==> src/rtl/paf_pkg.sv <==
/*
  Shared constants and state types of the port A alternate-function override block.
  Assumes a single 100 MHz core clock and a synchronous active-high reset.
*/
package paf_pkg;

  // ----------------------------------------------------------------
  // Widths and pin positions
  // ----------------------------------------------------------------
  localparam int PA_W = 8; // Port A width.
  localparam int PB_W = 4; // Port B width.
  localparam int PCI_SEL_W = 12; // Pin-change source selects, both groups.
  localparam int PCI1_BASE = 8; // Source index of port B bit 0.
  localparam int PA_SCK_BIT = 7; // Serial clock, timer and capture pin.
  localparam int PA_SS_BIT = 6; // Slave select pin.
  localparam int PA_CMP_POS_BIT = 1; // Comparator positive input pin.
  localparam int PA_CMP_NEG_BIT = 2; // Comparator negative input pin.
  localparam int PB_CLK_BIT = 0; // Timer 0 clock, external clock, programming clock.
  localparam int PB_DATA_BIT = 1; // Two-wire data, MOSI, programming data.
  localparam int PB_IRQ_BIT = 2; // External interrupt 0 and MISO.
  localparam int PB_RST_BIT = 3; // External reset input.

  // ----------------------------------------------------------------
  // Reset values
  // ----------------------------------------------------------------
  localparam logic [PA_W-1:0] PA_RST = 8'h00; // Pins released, inputs low.
  localparam logic [PB_W-1:0] PB_RST = 4'h0; // Port B samples low.
  localparam logic BIT_RST = 1'b0; // Single-bit samples and enables.
  localparam logic LINE_IDLE = 1'b1; // Idle level of clock and reset lines.
  localparam logic PAD_LOW = 1'b0; // Value driven by an open-drain pull.

  // ----------------------------------------------------------------
  // Timing of the serial clock spike filter
  // ----------------------------------------------------------------
  localparam int CLK_MHZ = 100; // Core clock rate.
  localparam int SPIKE_FILT_NS = 50; // Shortest pulse that passes the filter.
  localparam int SPIKE_FILT_CYCLES = (SPIKE_FILT_NS * CLK_MHZ + 999) / 1000;
  localparam int FILT_CNT_W = 3; // Wide enough for the cycle count.
  localparam logic [FILT_CNT_W-1:0] FILT_CNT_RST = 3'h0;
  localparam logic [FILT_CNT_W-1:0] FILT_CNT_STEP = 3'h1;
  localparam logic [FILT_CNT_W-1:0] FILT_LAST = FILT_CNT_W'(SPIKE_FILT_CYCLES - 1);

  // ----------------------------------------------------------------
  // State types
  // ----------------------------------------------------------------
  // State of the spike filter.
  typedef struct packed {
    logic [FILT_CNT_W-1:0] cnt; // Consecutive samples that differ from level.
    logic level; // Filtered line level.
  } paf_filt_s;

  // State of the top module: every registered output.
  typedef struct packed {
    logic [PA_W-1:0] pa_out;
    logic [PA_W-1:0] pa_oe;
    logic [PA_W-1:0] pa_pullup;
    logic [PA_W-1:0] pa_die;
    logic pa7_slew_limit;
    logic pa7_filt_en;
    logic [PA_W-1:0] pci_grp0_src;
    logic [PB_W-1:0] pci_grp1_src;
    logic timer1_capture_in;
    logic timer1_count_src;
    logic spi_clk_in;
    logic spi_slave_sel_in;
    logic two_wire_clk_in;
    logic [PA_W-1:0] analog_ch;
    logic cmp_pos;
    logic cmp_neg;
    logic timer0_count_src;
    logic ext_clock_in;
    logic prog_serial_clk;
    logic two_wire_data_in;
    logic spi_mosi_in;
    logic prog_serial_io;
    logic ext_irq0_in;
    logic spi_miso_in;
    logic ext_reset_n_in;
  } paf_state_s;

endpackage : paf_pkg

==> src/rtl/paf_ovr_if.sv <==
/*
  Interface carrying the per-pin override signals of port A and their results.
  Assumes the control side drives the overrides and the pin cells return results.
*/
`timescale 1ns/10ps
interface paf_ovr_if;
  logic [paf_pkg::PA_W-1:0] dir_override_en; // Direction taken from override.
  logic [paf_pkg::PA_W-1:0] dir_override_val; // Override driver enable.
  logic [paf_pkg::PA_W-1:0] value_override_en; // Value taken from override.
  logic [paf_pkg::PA_W-1:0] value_override_val; // Override pin value.
  logic [paf_pkg::PA_W-1:0] digin_en_override_en; // Input enable taken from override.
  logic [paf_pkg::PA_W-1:0] digin_en_override_val; // Override input enable.
  logic [paf_pkg::PA_W-1:0] port_dir; // Data-direction register bits.
  logic [paf_pkg::PA_W-1:0] port_out; // Port output register bits.
  logic [paf_pkg::PA_W-1:0] port_die; // Input enable from the core state.
  logic [paf_pkg::PA_W-1:0] res_oe; // Resulting driver enable.
  logic [paf_pkg::PA_W-1:0] res_val; // Resulting pin value.
  logic [paf_pkg::PA_W-1:0] res_die; // Resulting input enable.

  // Control side: sets overrides, reads results.
  modport ctrl (
    output dir_override_en,
    output dir_override_val,
    output value_override_en,
    output value_override_val,
    output digin_en_override_en,
    output digin_en_override_val,
    output port_dir,
    output port_out,
    output port_die,
    input res_oe,
    input res_val,
    input res_die
  );

  // Pin cell side: reads overrides, returns results.
  modport pin (
    input dir_override_en,
    input dir_override_val,
    input value_override_en,
    input value_override_val,
    input digin_en_override_en,
    input digin_en_override_val,
    input port_dir,
    input port_out,
    input port_die,
    output res_oe,
    output res_val,
    output res_die
  );
endinterface : paf_ovr_if

==> src/rtl/port_alt_function_override.sv <==
/*
  Top of the port A alternate-function override block, with the routing
  of port B alternate inputs to their peripherals.
  Assumes all pin and peripheral inputs are synchronous to CORE_CLK and
  that the pad merges PA_OUT and PA_OE into the wire level.
*/
// Overview of operation
// - Port A bits are pin-change group 0 sources.
// - Port B bits 0-3 are group 1 sources.
// - Input enable override from pin change or disable.
// - Two-wire enable makes bit 7 open-drain clock.
// - Spike filter between bit 7 pad and two-wire.
// - Bit 7 value override for two-wire, master, compare.
// - Bit 7 outputs low for two-wire, else SPI clock, else compare B.
// - SPI slave forces bit 7 to input unless two-wire is enabled.
// - SPI master leaves bit 7 direction to register unless two-wire is enabled.
// - SPI slave forces bit 6 to input.
// - SPI master leaves bit 6 direction to register.
// - Bit 7 input feeds timer 1, SPI, two-wire, pin-change.
// - Bits 1 and 2 serve converter and comparator.
// - Port B bit 0 carries clock inputs.
// - Port B bits 1-3 carry data, interrupt, reset.
// - Direction override sets the driver enable.
// - Value override sets the pin value.
`timescale 1ns/10ps
module port_alt_function_override (
  input wire logic CORE_CLK,
  input wire logic RST,
  // Generic port A register bits and core state.
  input wire logic [paf_pkg::PA_W-1:0] PORTA_DIR,
  input wire logic [paf_pkg::PA_W-1:0] PORTA_OUT_REG,
  input wire logic [paf_pkg::PA_W-1:0] PORTA_PULLUP_REG,
  input wire logic [paf_pkg::PA_W-1:0] PORTA_NORMAL_DIG_IN_EN,
  // Port A pads, split into input, output and output enable.
  input wire logic [paf_pkg::PA_W-1:0] PA_IN,
  output logic [paf_pkg::PA_W-1:0] PA_OUT,
  output logic [paf_pkg::PA_W-1:0] PA_OE,
  output logic [paf_pkg::PA_W-1:0] PA_PULLUP_EN,
  output logic [paf_pkg::PA_W-1:0] PA_DIG_IN_EN,
  output logic PA7_SLEW_LIMIT_EN,
  output logic PA7_SPIKE_FILT_EN,
  // Peripheral controls.
  input wire logic TWO_WIRE_ENABLE,
  input wire logic TWO_WIRE_SCL_PULL_LOW,
  input wire logic SERIAL_PERIPH_ENABLE,
  input wire logic SERIAL_MASTER_SELECT,
  input wire logic SPI_MASTER_CLK_OUT,
  input wire logic TIMER0_CMP_B_OUT_EN,
  input wire logic TIMER0_CMP_B_OUT,
  input wire logic PIN_CHANGE_GRP0_EN,
  input wire logic [paf_pkg::PCI_SEL_W-1:0] PIN_CHANGE_SRC_SEL,
  input wire logic [paf_pkg::PA_W-1:0] ANALOG_DIGITAL_IN_DISABLE,
  // Port B pad inputs.
  input wire logic [paf_pkg::PB_W-1:0] PB_IN,
  // Inputs handed to the peripherals.
  output logic [paf_pkg::PA_W-1:0] PIN_CHANGE_GRP0_SRC,
  output logic [paf_pkg::PB_W-1:0] PIN_CHANGE_GRP1_SRC,
  output logic TIMER1_CAPTURE_IN,
  output logic TIMER1_COUNT_SRC,
  output logic SPI_CLK_IN,
  output logic SPI_SLAVE_SEL_IN,
  output logic TWO_WIRE_CLK_IN,
  output logic [paf_pkg::PA_W-1:0] ANALOG_CH_IN,
  output logic CMP_POS_IN,
  output logic CMP_NEG_IN,
  output logic TIMER0_COUNT_SRC,
  output logic EXT_CLOCK_IN,
  output logic PROG_SERIAL_CLK,
  output logic TWO_WIRE_DATA_IN,
  output logic SPI_MOSI_IN,
  output logic PROG_SERIAL_IO,
  output logic EXT_IRQ0_IN,
  output logic SPI_MISO_IN,
  output logic EXT_RESET_N_IN
);

  // ----------------------------------------------------------------
  // Declarations
  // ----------------------------------------------------------------
  paf_pkg::paf_state_s state; // All registered outputs.
  paf_pkg::paf_state_s next_state; // Their next values.
  paf_ovr_if ovr (); // Overrides toward the pin cells.
  logic spi_master; // SPI enabled as master.
  logic spi_slave; // SPI enabled as slave.
  logic [paf_pkg::PA_W-1:0] pci_grp0_sel; // Selected and enabled group 0 pins.
  logic scl_filtered; // Serial clock after the spike filter.

  // ----------------------------------------------------------------
  // Mode decode
  // ----------------------------------------------------------------
  // Master and slave are exclusive, and both need the SPI enabled.
  assign spi_master = SERIAL_PERIPH_ENABLE & SERIAL_MASTER_SELECT;
  assign spi_slave = SERIAL_PERIPH_ENABLE & ~SERIAL_MASTER_SELECT;

  // A pin counts for group 0 only while its select and the group are on.
  assign pci_grp0_sel = PIN_CHANGE_SRC_SEL[paf_pkg::PA_W-1:0] &
                        {paf_pkg::PA_W{PIN_CHANGE_GRP0_EN}};

  // ----------------------------------------------------------------
  // Override generation
  // ----------------------------------------------------------------
  // Builds the override set of every pin. Bits 0 to 5 get none but the
  // input enable; bit 6 adds its direction; bit 7 carries the serial
  // clock, the SPI clock and the timer output.
  always_comb begin
    // Defaults leave every pin to the generic port logic.
    ovr.dir_override_en = paf_pkg::PA_RST;
    ovr.dir_override_val = paf_pkg::PA_RST;
    ovr.value_override_en = paf_pkg::PA_RST;
    ovr.value_override_val = paf_pkg::PA_RST;
    ovr.port_dir = PORTA_DIR;
    ovr.port_out = PORTA_OUT_REG;
    ovr.port_die = PORTA_NORMAL_DIG_IN_EN;

    // Input enable: forced on by pin change, forced off by the analog
    // disable bit when pin change does not claim the pin.
    ovr.digin_en_override_en = pci_grp0_sel | ANALOG_DIGITAL_IN_DISABLE;
    ovr.digin_en_override_val = pci_grp0_sel;

    // Slave select: SPI slave forces the pin to input.
    ovr.dir_override_en[paf_pkg::PA_SS_BIT] = spi_slave;
    // A master leaves the override off, so the register bit decides.
    ovr.dir_override_val[paf_pkg::PA_SS_BIT] = paf_pkg::BIT_RST;

    // Serial clock pin direction.
    if (TWO_WIRE_ENABLE) begin
      // Open drain: drive only while the two-wire logic pulls low.
      ovr.dir_override_en[paf_pkg::PA_SCK_BIT] = 1'b1;
      ovr.dir_override_val[paf_pkg::PA_SCK_BIT] = TWO_WIRE_SCL_PULL_LOW;
    end else if (spi_slave) begin
      // Slave clock input, whatever the direction bit says.
      ovr.dir_override_en[paf_pkg::PA_SCK_BIT] = 1'b1;
      ovr.dir_override_val[paf_pkg::PA_SCK_BIT] = paf_pkg::BIT_RST;
    end else begin
      // Master, timer output or plain port: direction register decides.
      ovr.dir_override_en[paf_pkg::PA_SCK_BIT] = paf_pkg::BIT_RST;
    end

    // Serial clock pin value override.
    ovr.value_override_en[paf_pkg::PA_SCK_BIT] = TWO_WIRE_ENABLE | spi_master |
                                                 TIMER0_CMP_B_OUT_EN;
    if (TWO_WIRE_ENABLE) begin
      // The open-drain driver only ever pulls low.
      ovr.value_override_val[paf_pkg::PA_SCK_BIT] = paf_pkg::PAD_LOW;
    end else if (spi_master) begin
      ovr.value_override_val[paf_pkg::PA_SCK_BIT] = SPI_MASTER_CLK_OUT;
    end else begin
      // The compare output shows only once software sets the direction bit.
      ovr.value_override_val[paf_pkg::PA_SCK_BIT] = TIMER0_CMP_B_OUT;
    end
  end

  // ----------------------------------------------------------------
  // Pin cells
  // ----------------------------------------------------------------
  // One cell per port A pin merges its overrides with the register bits.
  for (genvar i = 0; i < paf_pkg::PA_W; i++) begin : g_pin
    paf_pin_ovr #(
      .IDX(i)
    ) u_pin (
      .ovr(ovr)
    );
  end

  // ----------------------------------------------------------------
  // Serial clock spike filter
  // ----------------------------------------------------------------
  // Sits between the bit 7 pad level and the two-wire clock input,
  // active only while the two-wire interface is enabled.
  paf_spike_filter u_scl_filt (
    .clk(CORE_CLK),
    .rst(RST),
    .en(TWO_WIRE_ENABLE),
    .line_in(PA_IN[paf_pkg::PA_SCK_BIT]),
    .line_out(scl_filtered)
  );

  // ----------------------------------------------------------------
  // Next state
  // ----------------------------------------------------------------
  // Gathers every output into the next state; pads and peripheral
  // inputs leave the block through one register stage, the two-wire clock through two.
  always_comb begin
    next_state = state;

    // Port A pad controls from the pin cells.
    next_state.pa_oe = ovr.res_oe;
    next_state.pa_out = ovr.res_val;
    next_state.pa_die = ovr.res_die;
    // Pull-up is never overridden, and no pin toggles its output bit.
    next_state.pa_pullup = PORTA_PULLUP_REG;
    // Slew limit and filter follow the two-wire enable on bit 7.
    next_state.pa7_slew_limit = TWO_WIRE_ENABLE;
    next_state.pa7_filt_en = TWO_WIRE_ENABLE;

    // Pin change sources: port A is group 0, port B is group 1.
    next_state.pci_grp0_src = PA_IN;
    next_state.pci_grp1_src = PB_IN;

    // Bit 7 digital input fans out to its peripherals.
    next_state.timer1_capture_in = PA_IN[paf_pkg::PA_SCK_BIT];
    next_state.timer1_count_src = PA_IN[paf_pkg::PA_SCK_BIT];
    next_state.spi_clk_in = PA_IN[paf_pkg::PA_SCK_BIT];
    next_state.two_wire_clk_in = scl_filtered;
    // Bit 6 digital input is the slave select.
    next_state.spi_slave_sel_in = PA_IN[paf_pkg::PA_SS_BIT];

    // Converter channels and comparator inputs.
    next_state.analog_ch = PA_IN;
    next_state.cmp_pos = PA_IN[paf_pkg::PA_CMP_POS_BIT];
    next_state.cmp_neg = PA_IN[paf_pkg::PA_CMP_NEG_BIT];

    // Port B bit 0: clock inputs.
    next_state.timer0_count_src = PB_IN[paf_pkg::PB_CLK_BIT];
    next_state.ext_clock_in = PB_IN[paf_pkg::PB_CLK_BIT];
    next_state.prog_serial_clk = PB_IN[paf_pkg::PB_CLK_BIT];
    // Port B bit 1: data inputs.
    next_state.two_wire_data_in = PB_IN[paf_pkg::PB_DATA_BIT];
    next_state.spi_mosi_in = PB_IN[paf_pkg::PB_DATA_BIT];
    next_state.prog_serial_io = PB_IN[paf_pkg::PB_DATA_BIT];
    // Port B bit 2: interrupt and master input.
    next_state.ext_irq0_in = PB_IN[paf_pkg::PB_IRQ_BIT];
    next_state.spi_miso_in = PB_IN[paf_pkg::PB_IRQ_BIT];
    // Port B bit 3: active-low external reset.
    next_state.ext_reset_n_in = PB_IN[paf_pkg::PB_RST_BIT];
  end

  // ----------------------------------------------------------------
  // State register
  // ----------------------------------------------------------------
  // Reset releases every pad and parks the two-wire, slave select and reset lines high.
  always_ff @(posedge CORE_CLK) begin
    if (RST) begin
      state.pa_out <= paf_pkg::PA_RST;
      state.pa_oe <= paf_pkg::PA_RST;
      state.pa_pullup <= paf_pkg::PA_RST;
      state.pa_die <= paf_pkg::PA_RST;
      state.pa7_slew_limit <= paf_pkg::BIT_RST;
      state.pa7_filt_en <= paf_pkg::BIT_RST;
      state.pci_grp0_src <= paf_pkg::PA_RST;
      state.pci_grp1_src <= paf_pkg::PB_RST;
      state.timer1_capture_in <= paf_pkg::BIT_RST;
      state.timer1_count_src <= paf_pkg::BIT_RST;
      state.spi_clk_in <= paf_pkg::BIT_RST;
      state.spi_slave_sel_in <= paf_pkg::LINE_IDLE;
      state.two_wire_clk_in <= paf_pkg::LINE_IDLE;
      state.analog_ch <= paf_pkg::PA_RST;
      state.cmp_pos <= paf_pkg::BIT_RST;
      state.cmp_neg <= paf_pkg::BIT_RST;
      state.timer0_count_src <= paf_pkg::BIT_RST;
      state.ext_clock_in <= paf_pkg::BIT_RST;
      state.prog_serial_clk <= paf_pkg::BIT_RST;
      state.two_wire_data_in <= paf_pkg::LINE_IDLE;
      state.spi_mosi_in <= paf_pkg::BIT_RST;
      state.prog_serial_io <= paf_pkg::BIT_RST;
      state.ext_irq0_in <= paf_pkg::BIT_RST;
      state.spi_miso_in <= paf_pkg::BIT_RST;
      state.ext_reset_n_in <= paf_pkg::LINE_IDLE;
    end else begin
      state <= next_state;
    end
  end

  // ----------------------------------------------------------------
  // Outputs
  // ----------------------------------------------------------------
  assign PA_OUT = state.pa_out;
  assign PA_OE = state.pa_oe;
  assign PA_PULLUP_EN = state.pa_pullup;
  assign PA_DIG_IN_EN = state.pa_die;
  assign PA7_SLEW_LIMIT_EN = state.pa7_slew_limit;
  assign PA7_SPIKE_FILT_EN = state.pa7_filt_en;
  assign PIN_CHANGE_GRP0_SRC = state.pci_grp0_src;
  assign PIN_CHANGE_GRP1_SRC = state.pci_grp1_src;
  assign TIMER1_CAPTURE_IN = state.timer1_capture_in;
  assign TIMER1_COUNT_SRC = state.timer1_count_src;
  assign SPI_CLK_IN = state.spi_clk_in;
  assign SPI_SLAVE_SEL_IN = state.spi_slave_sel_in;
  assign TWO_WIRE_CLK_IN = state.two_wire_clk_in;
  assign ANALOG_CH_IN = state.analog_ch;
  assign CMP_POS_IN = state.cmp_pos;
  assign CMP_NEG_IN = state.cmp_neg;
  assign TIMER0_COUNT_SRC = state.timer0_count_src;
  assign EXT_CLOCK_IN = state.ext_clock_in;
  assign PROG_SERIAL_CLK = state.prog_serial_clk;
  assign TWO_WIRE_DATA_IN = state.two_wire_data_in;
  assign SPI_MOSI_IN = state.spi_mosi_in;
  assign PROG_SERIAL_IO = state.prog_serial_io;
  assign EXT_IRQ0_IN = state.ext_irq0_in;
  assign SPI_MISO_IN = state.spi_miso_in;
  assign EXT_RESET_N_IN = state.ext_reset_n_in;

endmodule : port_alt_function_override

==> src/rtl/paf_pin_ovr.sv <==
/*
  One port A pin cell: merges overrides with the port register bits.
  Assumes the interface bit IDX belongs to this cell alone.
*/
`timescale 1ns/10ps
module paf_pin_ovr #(
  parameter int IDX = 0
) (
  paf_ovr_if.pin ovr
);

  // ----------------------------------------------------------------
  // Override merge
  // ----------------------------------------------------------------
  // Driver enable follows the override value when the override is on.
  assign ovr.res_oe[IDX] = ovr.dir_override_en[IDX] ? ovr.dir_override_val[IDX] :
                           ovr.port_dir[IDX];
  // Pin value follows the override value instead of the output register bit.
  assign ovr.res_val[IDX] = ovr.value_override_en[IDX] ? ovr.value_override_val[IDX] :
                            ovr.port_out[IDX];
  // Input enable follows the override value instead of the core state.
  assign ovr.res_die[IDX] = ovr.digin_en_override_en[IDX] ?
                            ovr.digin_en_override_val[IDX] : ovr.port_die[IDX];

endmodule : paf_pin_ovr

==> src/rtl/paf_spike_filter.sv <==
/*
  Spike filter on the serial clock line between pad and two-wire logic.
  Assumes its input is already synchronous to the clock.
*/
`timescale 1ns/10ps
module paf_spike_filter (
  input wire logic clk,
  input wire logic rst,
  input wire logic en,
  input wire logic line_in,
  output logic line_out
);

  paf_pkg::paf_filt_s state; // Registered state.
  paf_pkg::paf_filt_s next_state; // Next state.

  // ----------------------------------------------------------------
  // Filter logic
  // ----------------------------------------------------------------
  // A level change passes only after it has held for the full count;
  // shorter pulses reset the count and never reach the output.
  always_comb begin
    next_state = state;
    if (!en) begin
      // Bypassed: the line passes straight through.
      next_state.level = line_in;
      next_state.cnt = paf_pkg::FILT_CNT_RST;
    end else if (line_in == state.level) begin
      // No difference: forget any partial pulse.
      next_state.cnt = paf_pkg::FILT_CNT_RST;
    end else if (state.cnt == paf_pkg::FILT_LAST) begin
      // Pulse long enough: accept the new level.
      next_state.level = line_in;
      next_state.cnt = paf_pkg::FILT_CNT_RST;
    end else begin
      next_state.cnt = state.cnt + paf_pkg::FILT_CNT_STEP;
    end
  end

  // Registers the filter state.
  always_ff @(posedge clk) begin
    if (rst) begin
      state.cnt <= paf_pkg::FILT_CNT_RST;
      state.level <= paf_pkg::LINE_IDLE;
    end else begin
      state <= next_state;
    end
  end

  assign line_out = state.level;

endmodule : paf_spike_filter

==> config.mk <==
export PLATFORM = sky130hd
export DESIGN_NAME = port_alt_function_override
export DESIGN_NICKNAME = d
export VERILOG_FILES = /design/src/rtl/paf_pkg.sv /design/src/rtl/paf_ovr_if.sv /design/src/rtl/port_alt_function_override.sv /design/src/rtl/paf_pin_ovr.sv /design/src/rtl/paf_spike_filter.sv
export SDC_FILE = /design/constraint.sdc
export NUM_CORES = 1
export LEC_CHECK = 0
export BUFFER_PORTS_ARGS = -buffer_cell sky130_fd_sc_hd__buf_2
export CAP_MARGIN = 30
export CELL_PAD_IN_SITES_DETAIL_PLACEMENT = 1
export CELL_PAD_IN_SITES_GLOBAL_PLACEMENT = 1
export CORE_UTILIZATION = 26
export CTS_BUF_LIST = sky130_fd_sc_hd__clkbuf_16
export DETAILED_ROUTE_END_ITERATION = 6
export GPL_TIMING_DRIVEN = 0
export PLACE_DENSITY_LB_ADDON = 0.1
export REMOVE_ABC_BUFFERS = 1
export SLEW_MARGIN = 30
export SYNTH_ARGS = -nofsm -noshare
export SYNTH_HDL_FRONTEND = slang
export SYNTH_SLANG_ARGS = --single-unit
==> constraint.sdc <==
create_clock -name CORE_CLK -period 1.5 [get_ports CORE_CLK]
set_clock_uncertainty 0.15 [all_clocks]
set_input_delay 0.225 -clock CORE_CLK [delete_from_list [all_inputs] [get_ports CORE_CLK]]
set_output_delay 0.225 -clock CORE_CLK [all_outputs]
set_load 0.1 [all_outputs]
==> results of run 1 <==
## cell usage in the layout (no fill, tap or decap), drive strengths merged
cell type	count
nand2b	9
nor2b	33
a2111oi	1
a21boi	1
nand3	1
dfxtp	53
and3b	1
inv	3
bufinv	2
clkinv	1
and2b	1
nor2	4
a311o	1
nand3b	1
ha	2
nand2	11
xnor2	1
or2	4
xor2	1
mux2i	1
buf	134
a21oi	9
clkbuf	10
dlygate4sd3	20
## worst paths after layout
kind / startpoint / endpoint / slack [ps] / cells past startpoint
worst max-delay path: SPI_CLK_IN / PIN_CHANGE_GRP0_SRC[7] / 30 / 1
worst max register to register: u_scl_filt.state[1] / u_scl_filt.line_out / 150 / 5
worst min register to register: u_scl_filt.state[1] / u_scl_filt.state[1] / 300 / 1
worst min-delay path: PA_IN[3] / ANALOG_CH_IN[3] / 2 / 2
## state kept, by name, summed over array words and instances (netlist names), 3 cells and up
register	flops
ANALOG_CH_IN	7
PA_DIG_IN_EN	8
PIN_CHANGE_GRP1_SRC	4
PA_OUT	8
u_scl_filt.state	3
PA_OE	8
PA_PULLUP_EN	8
## layer usage
layer | GRT usage (%) | vias up
met5 | 0 | -
met4 | 3.70 | 0
met3 | 4.52 | 2
met2 | 24.1 | 66
met1 | 12.3 | 687
li1 | - | 766
## power by group through the flow
| stage | Clock, mW | Sequential [mW] | Combinational, mW |
|---|---|---|---|
| after floorplan | 0 | 2.29 | 0.0724 |
| after detailed placement | 0 | 1.54 | 1.04 |
| final | 1.45 | 1.51 | 1.08 |
| after global routing | 1.55 | 1.51 | 1.12 |
| after global placement | 0 | 1.54 | 1.04 |
| after CTS | 1.50 | 1.51 | 1.08 |
## repair_timing
action	4_1_cts	5_1_grt
buffers inserted	0	0
resized for setup	0	5
hold endpoints to repair	19	1
setup endpoints to repair	0	11
hold buffers	19	1
## layout make-up
cell class,count,area (µm²),share of cell area (%)
Tap cell,77,96.3,3.48
Clock inverter,3,65.1,2.35
Timing Repair Buffer,159,908,32.8
Sequential cell,53,1060,38.3
Inverter,3,11.3,0.406
Multi-Input combinational cell,82,504,18.2
Clock buffer,5,125,4.51
## synthesized netlist by cell type
cell type	n
dfxtp_1	53
nand3b_1	1
a21oi_1	9
a2111oi_2	1
buf_6	2
xnor2_1	1
buf_4	21
nand2_1	11
nor2b_1	33
mux2i_1	1
ha_1	2
and2b_2	1
or2_2	3
or2_1	1
nand2b_1	9
a311o_1	1
and3b_1	1
a21boi_1	1
nand3_1	1
xor2_1	1
inv_1	3
buf_2	3
clkbuf_1	1
nor2_1	4
## kinds of logic (layout without fill, tap and decap cells)
group / after synthesis / after routing / share of synthesized area [%]
and+or+nand+nor: 65 / 65 / 21.1
xor gates and xnor gates: 2 / 2 / 0.987
AOI/OAI and AO/OA: 12 / 12 / 4.37
DFF: 53 / 53 / 59.8
adders and majority gates: 2 / 2 / 1.41
buffers and inverters: 30 / 170 / 11.8
muxes: 1 / 1 / 0.564
## through the flow
| stage | cell area, µm² | setup TNS, ps | utilization (%) | hold slack, ps |
|---|---|---|---|---|
| global route | 2770 | -23.9 | 42.9 | 9.28 |
| finish | 2770 | 0 | 42.9 | 2.30 |
| detailed placement | 2370 | -691 | 36.7 | 278 |
| floorplan | 1580 | -36680 | - | 144 |
| global placement | 2370 | -803 | 36.7 | 274 |
| CTS | 2750 | 0 | 42.6 | 0.00214 |
==> run summary, run 1 <==
crit-path max FO -> 5
Hold Path Class -> in -> reg
clk_lat worst skew -> 280 ps
1st-pass router iterations -> 7
Via density -> 3.98
# placed instances -> 354
Routed WL -> 4510 µm
via count of the first global-routing pass -> 1474
synthesized area -> 0.00178 mm²
Die Y -> 84.6 µm
RePlAce Congestion -> 0.730
Pint -> 2.65 mW
failing checks -> DRC
Met2 Routed Length -> 2530 µm
number of max-cap violations -> 0
post-route DRC violation count -> 6
met1 wire length -> 1580 µm
fin. max-slew vios -> 0
proportion of power drawn by combinational gates -> 26.8%
synthesis-to-finish area growth -> 56.1%
sequential share of the synthesized area -> 59.8%
vias -> 1521
die area -> 0.00716 mm²
CP Launch Type -> flop
CP delay by family, top -> buffers and inverters
Final setup viols -> 0
CP bufs+invs -> 1
Sw Ratio -> 34.4%
fillers -> 777
Seq pwr share -> 37.3%
setup ws final -> 28.8 ps
DP Worst Slack -> -234 ps
CP max-delay cell -> buf_2
layout net count -> 380
total core area -> 0.00646 mm²
number of port buffers -> 139
H-tree depth -> 2
top-area cell type share of the netlist area -> 59.8%
Cell Rows -> 29
first-pass GRT wire length -> 6910 µm
final-report hold violation count -> 0
post-route insts no fill -> 382
status -> complete, but fails checks
period utilization -> 98.1%
Wirelength per Cell -> 11.8 µm
Ant. Diodes -> 0
top cells by area, synth -> dfxtp_1 (60%), nor2b_1 (12%), buf_4 (8.9%)
CTS root buf -> clkbuf_16
largest net degree at the start of global routing -> 51
DRT iter0 DRCs -> 39
post-route ant nets -> 0
Crit Path Class -> reg -> out
Max VDD drop -> 637 µV
Cell variety after synth -> 24
Pwr per Cell Area -> 1460 mW/mm²
met3 wire len -> 376 µm
slowest stage delay, CP -> 440 ps
Worst Tran Pin Value -> 542 ps
CTS Buf Count -> 5
highest routed layer -> met4
share of cells above drive strength 1 -> 49.8%
Syn Area/Cell -> 10.8 µm²
worst-path cell chain -> buf_2
chip width -> 84.6 µm
NetSw -> 1.39 mW
CTS tree -> done
Peak Freq -> 680 MHz
Crit. End Element -> primary output
initial antenna violation count -> 0
Cells after Synth -> 165
HPWL after DPL -> 3280 µm
largest area contributor in the synthesized netlist -> dfxtp_1
Slew headroom -> 63.9%
Required @ worst endpoint -> 1120 ps
Initial Util -> 27.5%
Yosys reg bits -> 53
Syn. warnings -> 0
Design Power -> 4.04 mW
fin crit period -> 1470 ps
Critical Path AT -> 1100 ps
CTS clk-pin slew, worst paths -> 70 ps
total track usage -> 12.5%
Clock power frac -> 35.9%
Lkg Pwr -> 1.41 nW
grt total ovfl -> 0
clock buffer depth -> 2
Ports -> 144
clk sinks -> 53
RSZ-0062 raised after global routing -> true
(Power assumes the default switching activity.)
==> run 2, diff against run 1 <==
--- a/config.mk
+++ b/config.mk
@@ -5,6 +5,7 @@
 export SDC_FILE = /design/constraint.sdc
 export NUM_CORES = 1
 export LEC_CHECK = 0
+export ABC_AREA = 1
 export BUFFER_PORTS_ARGS = -buffer_cell sky130_fd_sc_hd__buf_2
 export CAP_MARGIN = 30
 export CELL_PAD_IN_SITES_DETAIL_PLACEMENT = 1
==> constraint.sdc (replaced) <==
create_clock -name CORE_CLK -period 1.59 [get_ports CORE_CLK]
set_clock_uncertainty 0.15 [all_clocks]
set_input_delay 0.2385 -clock CORE_CLK [delete_from_list [all_inputs] [get_ports CORE_CLK]]
set_output_delay 0.2385 -clock CORE_CLK [all_outputs]
set_load 0.1 [all_outputs]
==> run 2 against run 1 <==
The run now ends clean. Worst hold slack lost 1.3 ps. Final area grew 0.27%. Synthesized area grew 3.4%. Cell count grew 19%. Sequential share of layout area shrank 0.10 points. Via count grew 13%. Sequential power shrank 6%. Critical path type unchanged. Largest power group unchanged.
==> run summary, run 2 <==
most common cell after layout, fill and taps aside -> buf_2
fillers -> 870 (+12%)
CP Launch Type -> flop
Max VDD drop -> 374 µV (-41%)
Routed WL -> 4760 µm (+5.5%)
Ant. Diodes -> 0 (unchanged)
period utilization -> 94.8%
slowest stage delay, CP -> 450 ps (about the same)
mux cell area share after synthesis -> 0% (-0.56 points)
post-route insts no fill -> 453 (+19%)
most numerous cell in the Yosys netlist -> dfxtp_1
first-pass GRT wire length -> 7310 µm (+5.8%)
post_cts resized -> 0 (unchanged)
Lkg Pwr -> 1.64 nW (+16%)
clock buffer depth -> 2 (unchanged)
Die Y -> 86.0 µm (+1.6%)
die area -> 0.00740 mm² (+3.3%)
largest net degree at the start of global routing -> 45 (-12%)
Required @ worst endpoint -> 1200 ps (+80 ps)
number of max-cap violations -> 0 (unchanged)
chip width -> 86.0 µm (+1.6%)
post-route ant nets -> 0 (unchanged)
# placed instances -> 430 (+21%)
CP delay by family, top -> buffers and inverters
Yosys reg bits -> 53 (unchanged)
RePlAce Congestion -> 0.673 (-7.8%)
via count of the first global-routing pass -> 1581 (+7.3%)
sequential share of the synthesized area -> 57.8% (-2.0 points)
post-route DRC violation count -> 0 (-6)
Synth Area in Compound Gates -> 2.73% (-1.6 points)
fin. max-slew vios -> 0 (unchanged)
Critical Path AT -> 1120 ps (+20 ps)
Slew headroom -> 44.1% (-20 points)
Post-Synth Simple-Gate Area -> 16.6% (-4.5 points)
total core area -> 0.00679 mm² (+5.2%)
synthesized area -> 0.00184 mm² (+3.4%)
hold depth -> 3 (+1)
total track usage -> 12.9% (+0.40 points)
R2R Setup Slk -> 360 ps (+210 ps)
Final setup viols -> 0 (unchanged)
Reg-to-Reg Start -> u_scl_filt.state[1]
r2r worst-path depth -> 7 (+2)
clk sinks -> 53 (unchanged)
HPWL after DPL -> 3640 µm (+11%)
Reg-to-Reg End -> u_scl_filt.state[2]
worst-path cell chain -> buf_2
Worst Tran Pin Value -> 839 ps (+297 ps)
CTS root buf -> clkbuf_16
largest area contributor in the synthesized netlist -> dfxtp_1
Ports -> 144 (unchanged)
Crit Path Class -> reg -> out
Cells after Synth -> 222 (+35%)
hold_buf cts -> 15 (-4)
fin crit period -> 1510 ps
Initial Util -> 27.0% (-0.47 points)
number of port buffers -> 139 (unchanged)
initial antenna violation count -> 0 (unchanged)
Syn. warnings -> 0 (unchanged)
Cell variety after synth -> 15 (-38%)
CTS tree -> done
crit-path max FO -> 5 (unchanged)
Wirelength per Cell -> 10.5 µm (-11%)
top cells by area, synth -> dfxtp_1 (58%), inv_1 (10%), nor2_1 (9.2%)
Syn Area/Cell -> 8.27 µm² (-23%)
hold path start -> PORTA_PULLUP_REG[5]
number of synthesized flops with an enable pin -> 0 (unchanged)
commonest non-fill, non-tap cells in the layout -> buf_2 (139), dfxtp_1 (53), inv_1 (49), nor2_1 (45), nand2_1 (30)
clk_lat worst skew -> 290 ps (about the same)
H-tree depth -> 2 (unchanged)
Post-CTS Setup Bufs -> 0 (unchanged)
1st-pass router iterations -> 4 (-3)
status -> finished, final reports clean
CTS clk-pin slew, worst paths -> 70 ps (about the same)
largest family of logic cells by synthesized area -> buffers and inverters
CP max-delay cell -> buf_2
XOR/XNOR Fraction of Synth Area -> 0.477% (-0.51 points)
DRT iter0 DRCs -> 16 (-59%)
final-report hold violation count -> 0 (unchanged)
top_reg_cell synth -> dfxtp_1
top-area cell type share of the netlist area -> 57.8% (-2.0 points)
Design Power -> 3.67 mW (-9.0%)
layout net count -> 432 (+14%)
Synth Area in Adders -> 1.36% (-0.046 points)
Pwr per Cell Area -> 1320 mW/mm² (-9.3%)
synthesis-to-finish area growth -> 51.4%
CTS Buf Count -> 5 (unchanged)
Worst Hold Endpoint -> PA_PULLUP_EN[5]
FFs w/ async S/R, synth -> 0% (unchanged)
vias -> 1725 (+13%)
grt total ovfl -> 0 (unchanged)
Hold Path Class -> in -> reg
Peak Freq -> 663 MHz
Crit. End Element -> primary output
CP bufs+invs -> 1 (unchanged)
Cell Rows -> 30 (+3.4%)
Via density -> 3.81 (-4.4%)
list of most frequent post-synthesis cells -> dfxtp_1 (53), inv_1 (49), nor2_1 (45)
RSZ-0062 raised after global routing -> false
share of cells above drive strength 1 -> 42.0% (-7.8 points)
## run 2: worst max path at each step
| stage | slack [ps] | cells past startpoint | end | startpoint |
|---|---|---|---|---|
| 5_1_grt | 30 | 1 | ANALOG_CH_IN[7] | SPI_CLK_IN |
| 3_3_place_gp | -170 | 6 | u_scl_filt.state[3] | RST |
| 3_5_place_dp | -150 | 6 | u_scl_filt.state[2] | RST |
| 6_report | 80 | 1 | SPI_CLK_IN | SPI_CLK_IN |
| 2_1_floorplan | -2280 | 0 | ANALOG_CH_IN[7] | SPI_CLK_IN |
| 4_1_cts | 60 | 1 | SPI_CLK_IN | SPI_CLK_IN |
## run 2: metrics by stage
step	TNS (ps)	hold WS [ps]	util (%)	setup WS (ps)	instance area, µm²
CTS	0	0.0515	40.9	62.7	2780
global route	0	4.04	40.9	27.0	2780
floorplan	-34150	158	-	-2280	1640
global placement	-706	283	36.2	-173	2460
detailed placement	-568	287	36.2	-149	2460
finish	0	1.02	40.9	81.9	2780
## run 2: cell families (layout without fill, tap and decap cells)
kind of cell,count (synthesis),in the layout
buffers and inverters,77,212
adder cells (fa/ha/maj),2,2
XOR/XNOR,1,1
AO/OA/AOI/OAI,10,10
flip-flops,53,53
AND/OR/NAND/NOR,79,79
## run 2: layer usage
metal / vias up / part of all wire (%) / track usage, %
met3: 6 / 7.7 / 3.95
met4: 0 / 1.5 / 5.15
li1: 876 / - / -
met1: 772 / 39 / 13.5
met2: 71 / 52 / 23.7
met5: - / 0 / 0
## run 2: power by group
group	leakage (nW)	switching (mW)	internal [mW]	total, mW
combinational	1.12	0.841	0.183	1.02
clock	0.0800	0.482	0.745	1.23
sequential	0.441	0.0228	1.40	1.42
total	1.64	1.35	2.33	3.67
## run 2: area by class of cell
cell class / count / area [µm²] / share of cell area, %
Tap cell: 96 / 120 / 4.32
Clock inverter: 3 / 46.3 / 1.67
Clock buffer: 5 / 125 / 4.50
Timing Repair Buffer: 154 / 846 / 30.4
Inverter: 50 / 193 / 6.93
Sequential cell: 53 / 1060 / 38.2
Multi-Input combinational cell: 92 / 388 / 14.0
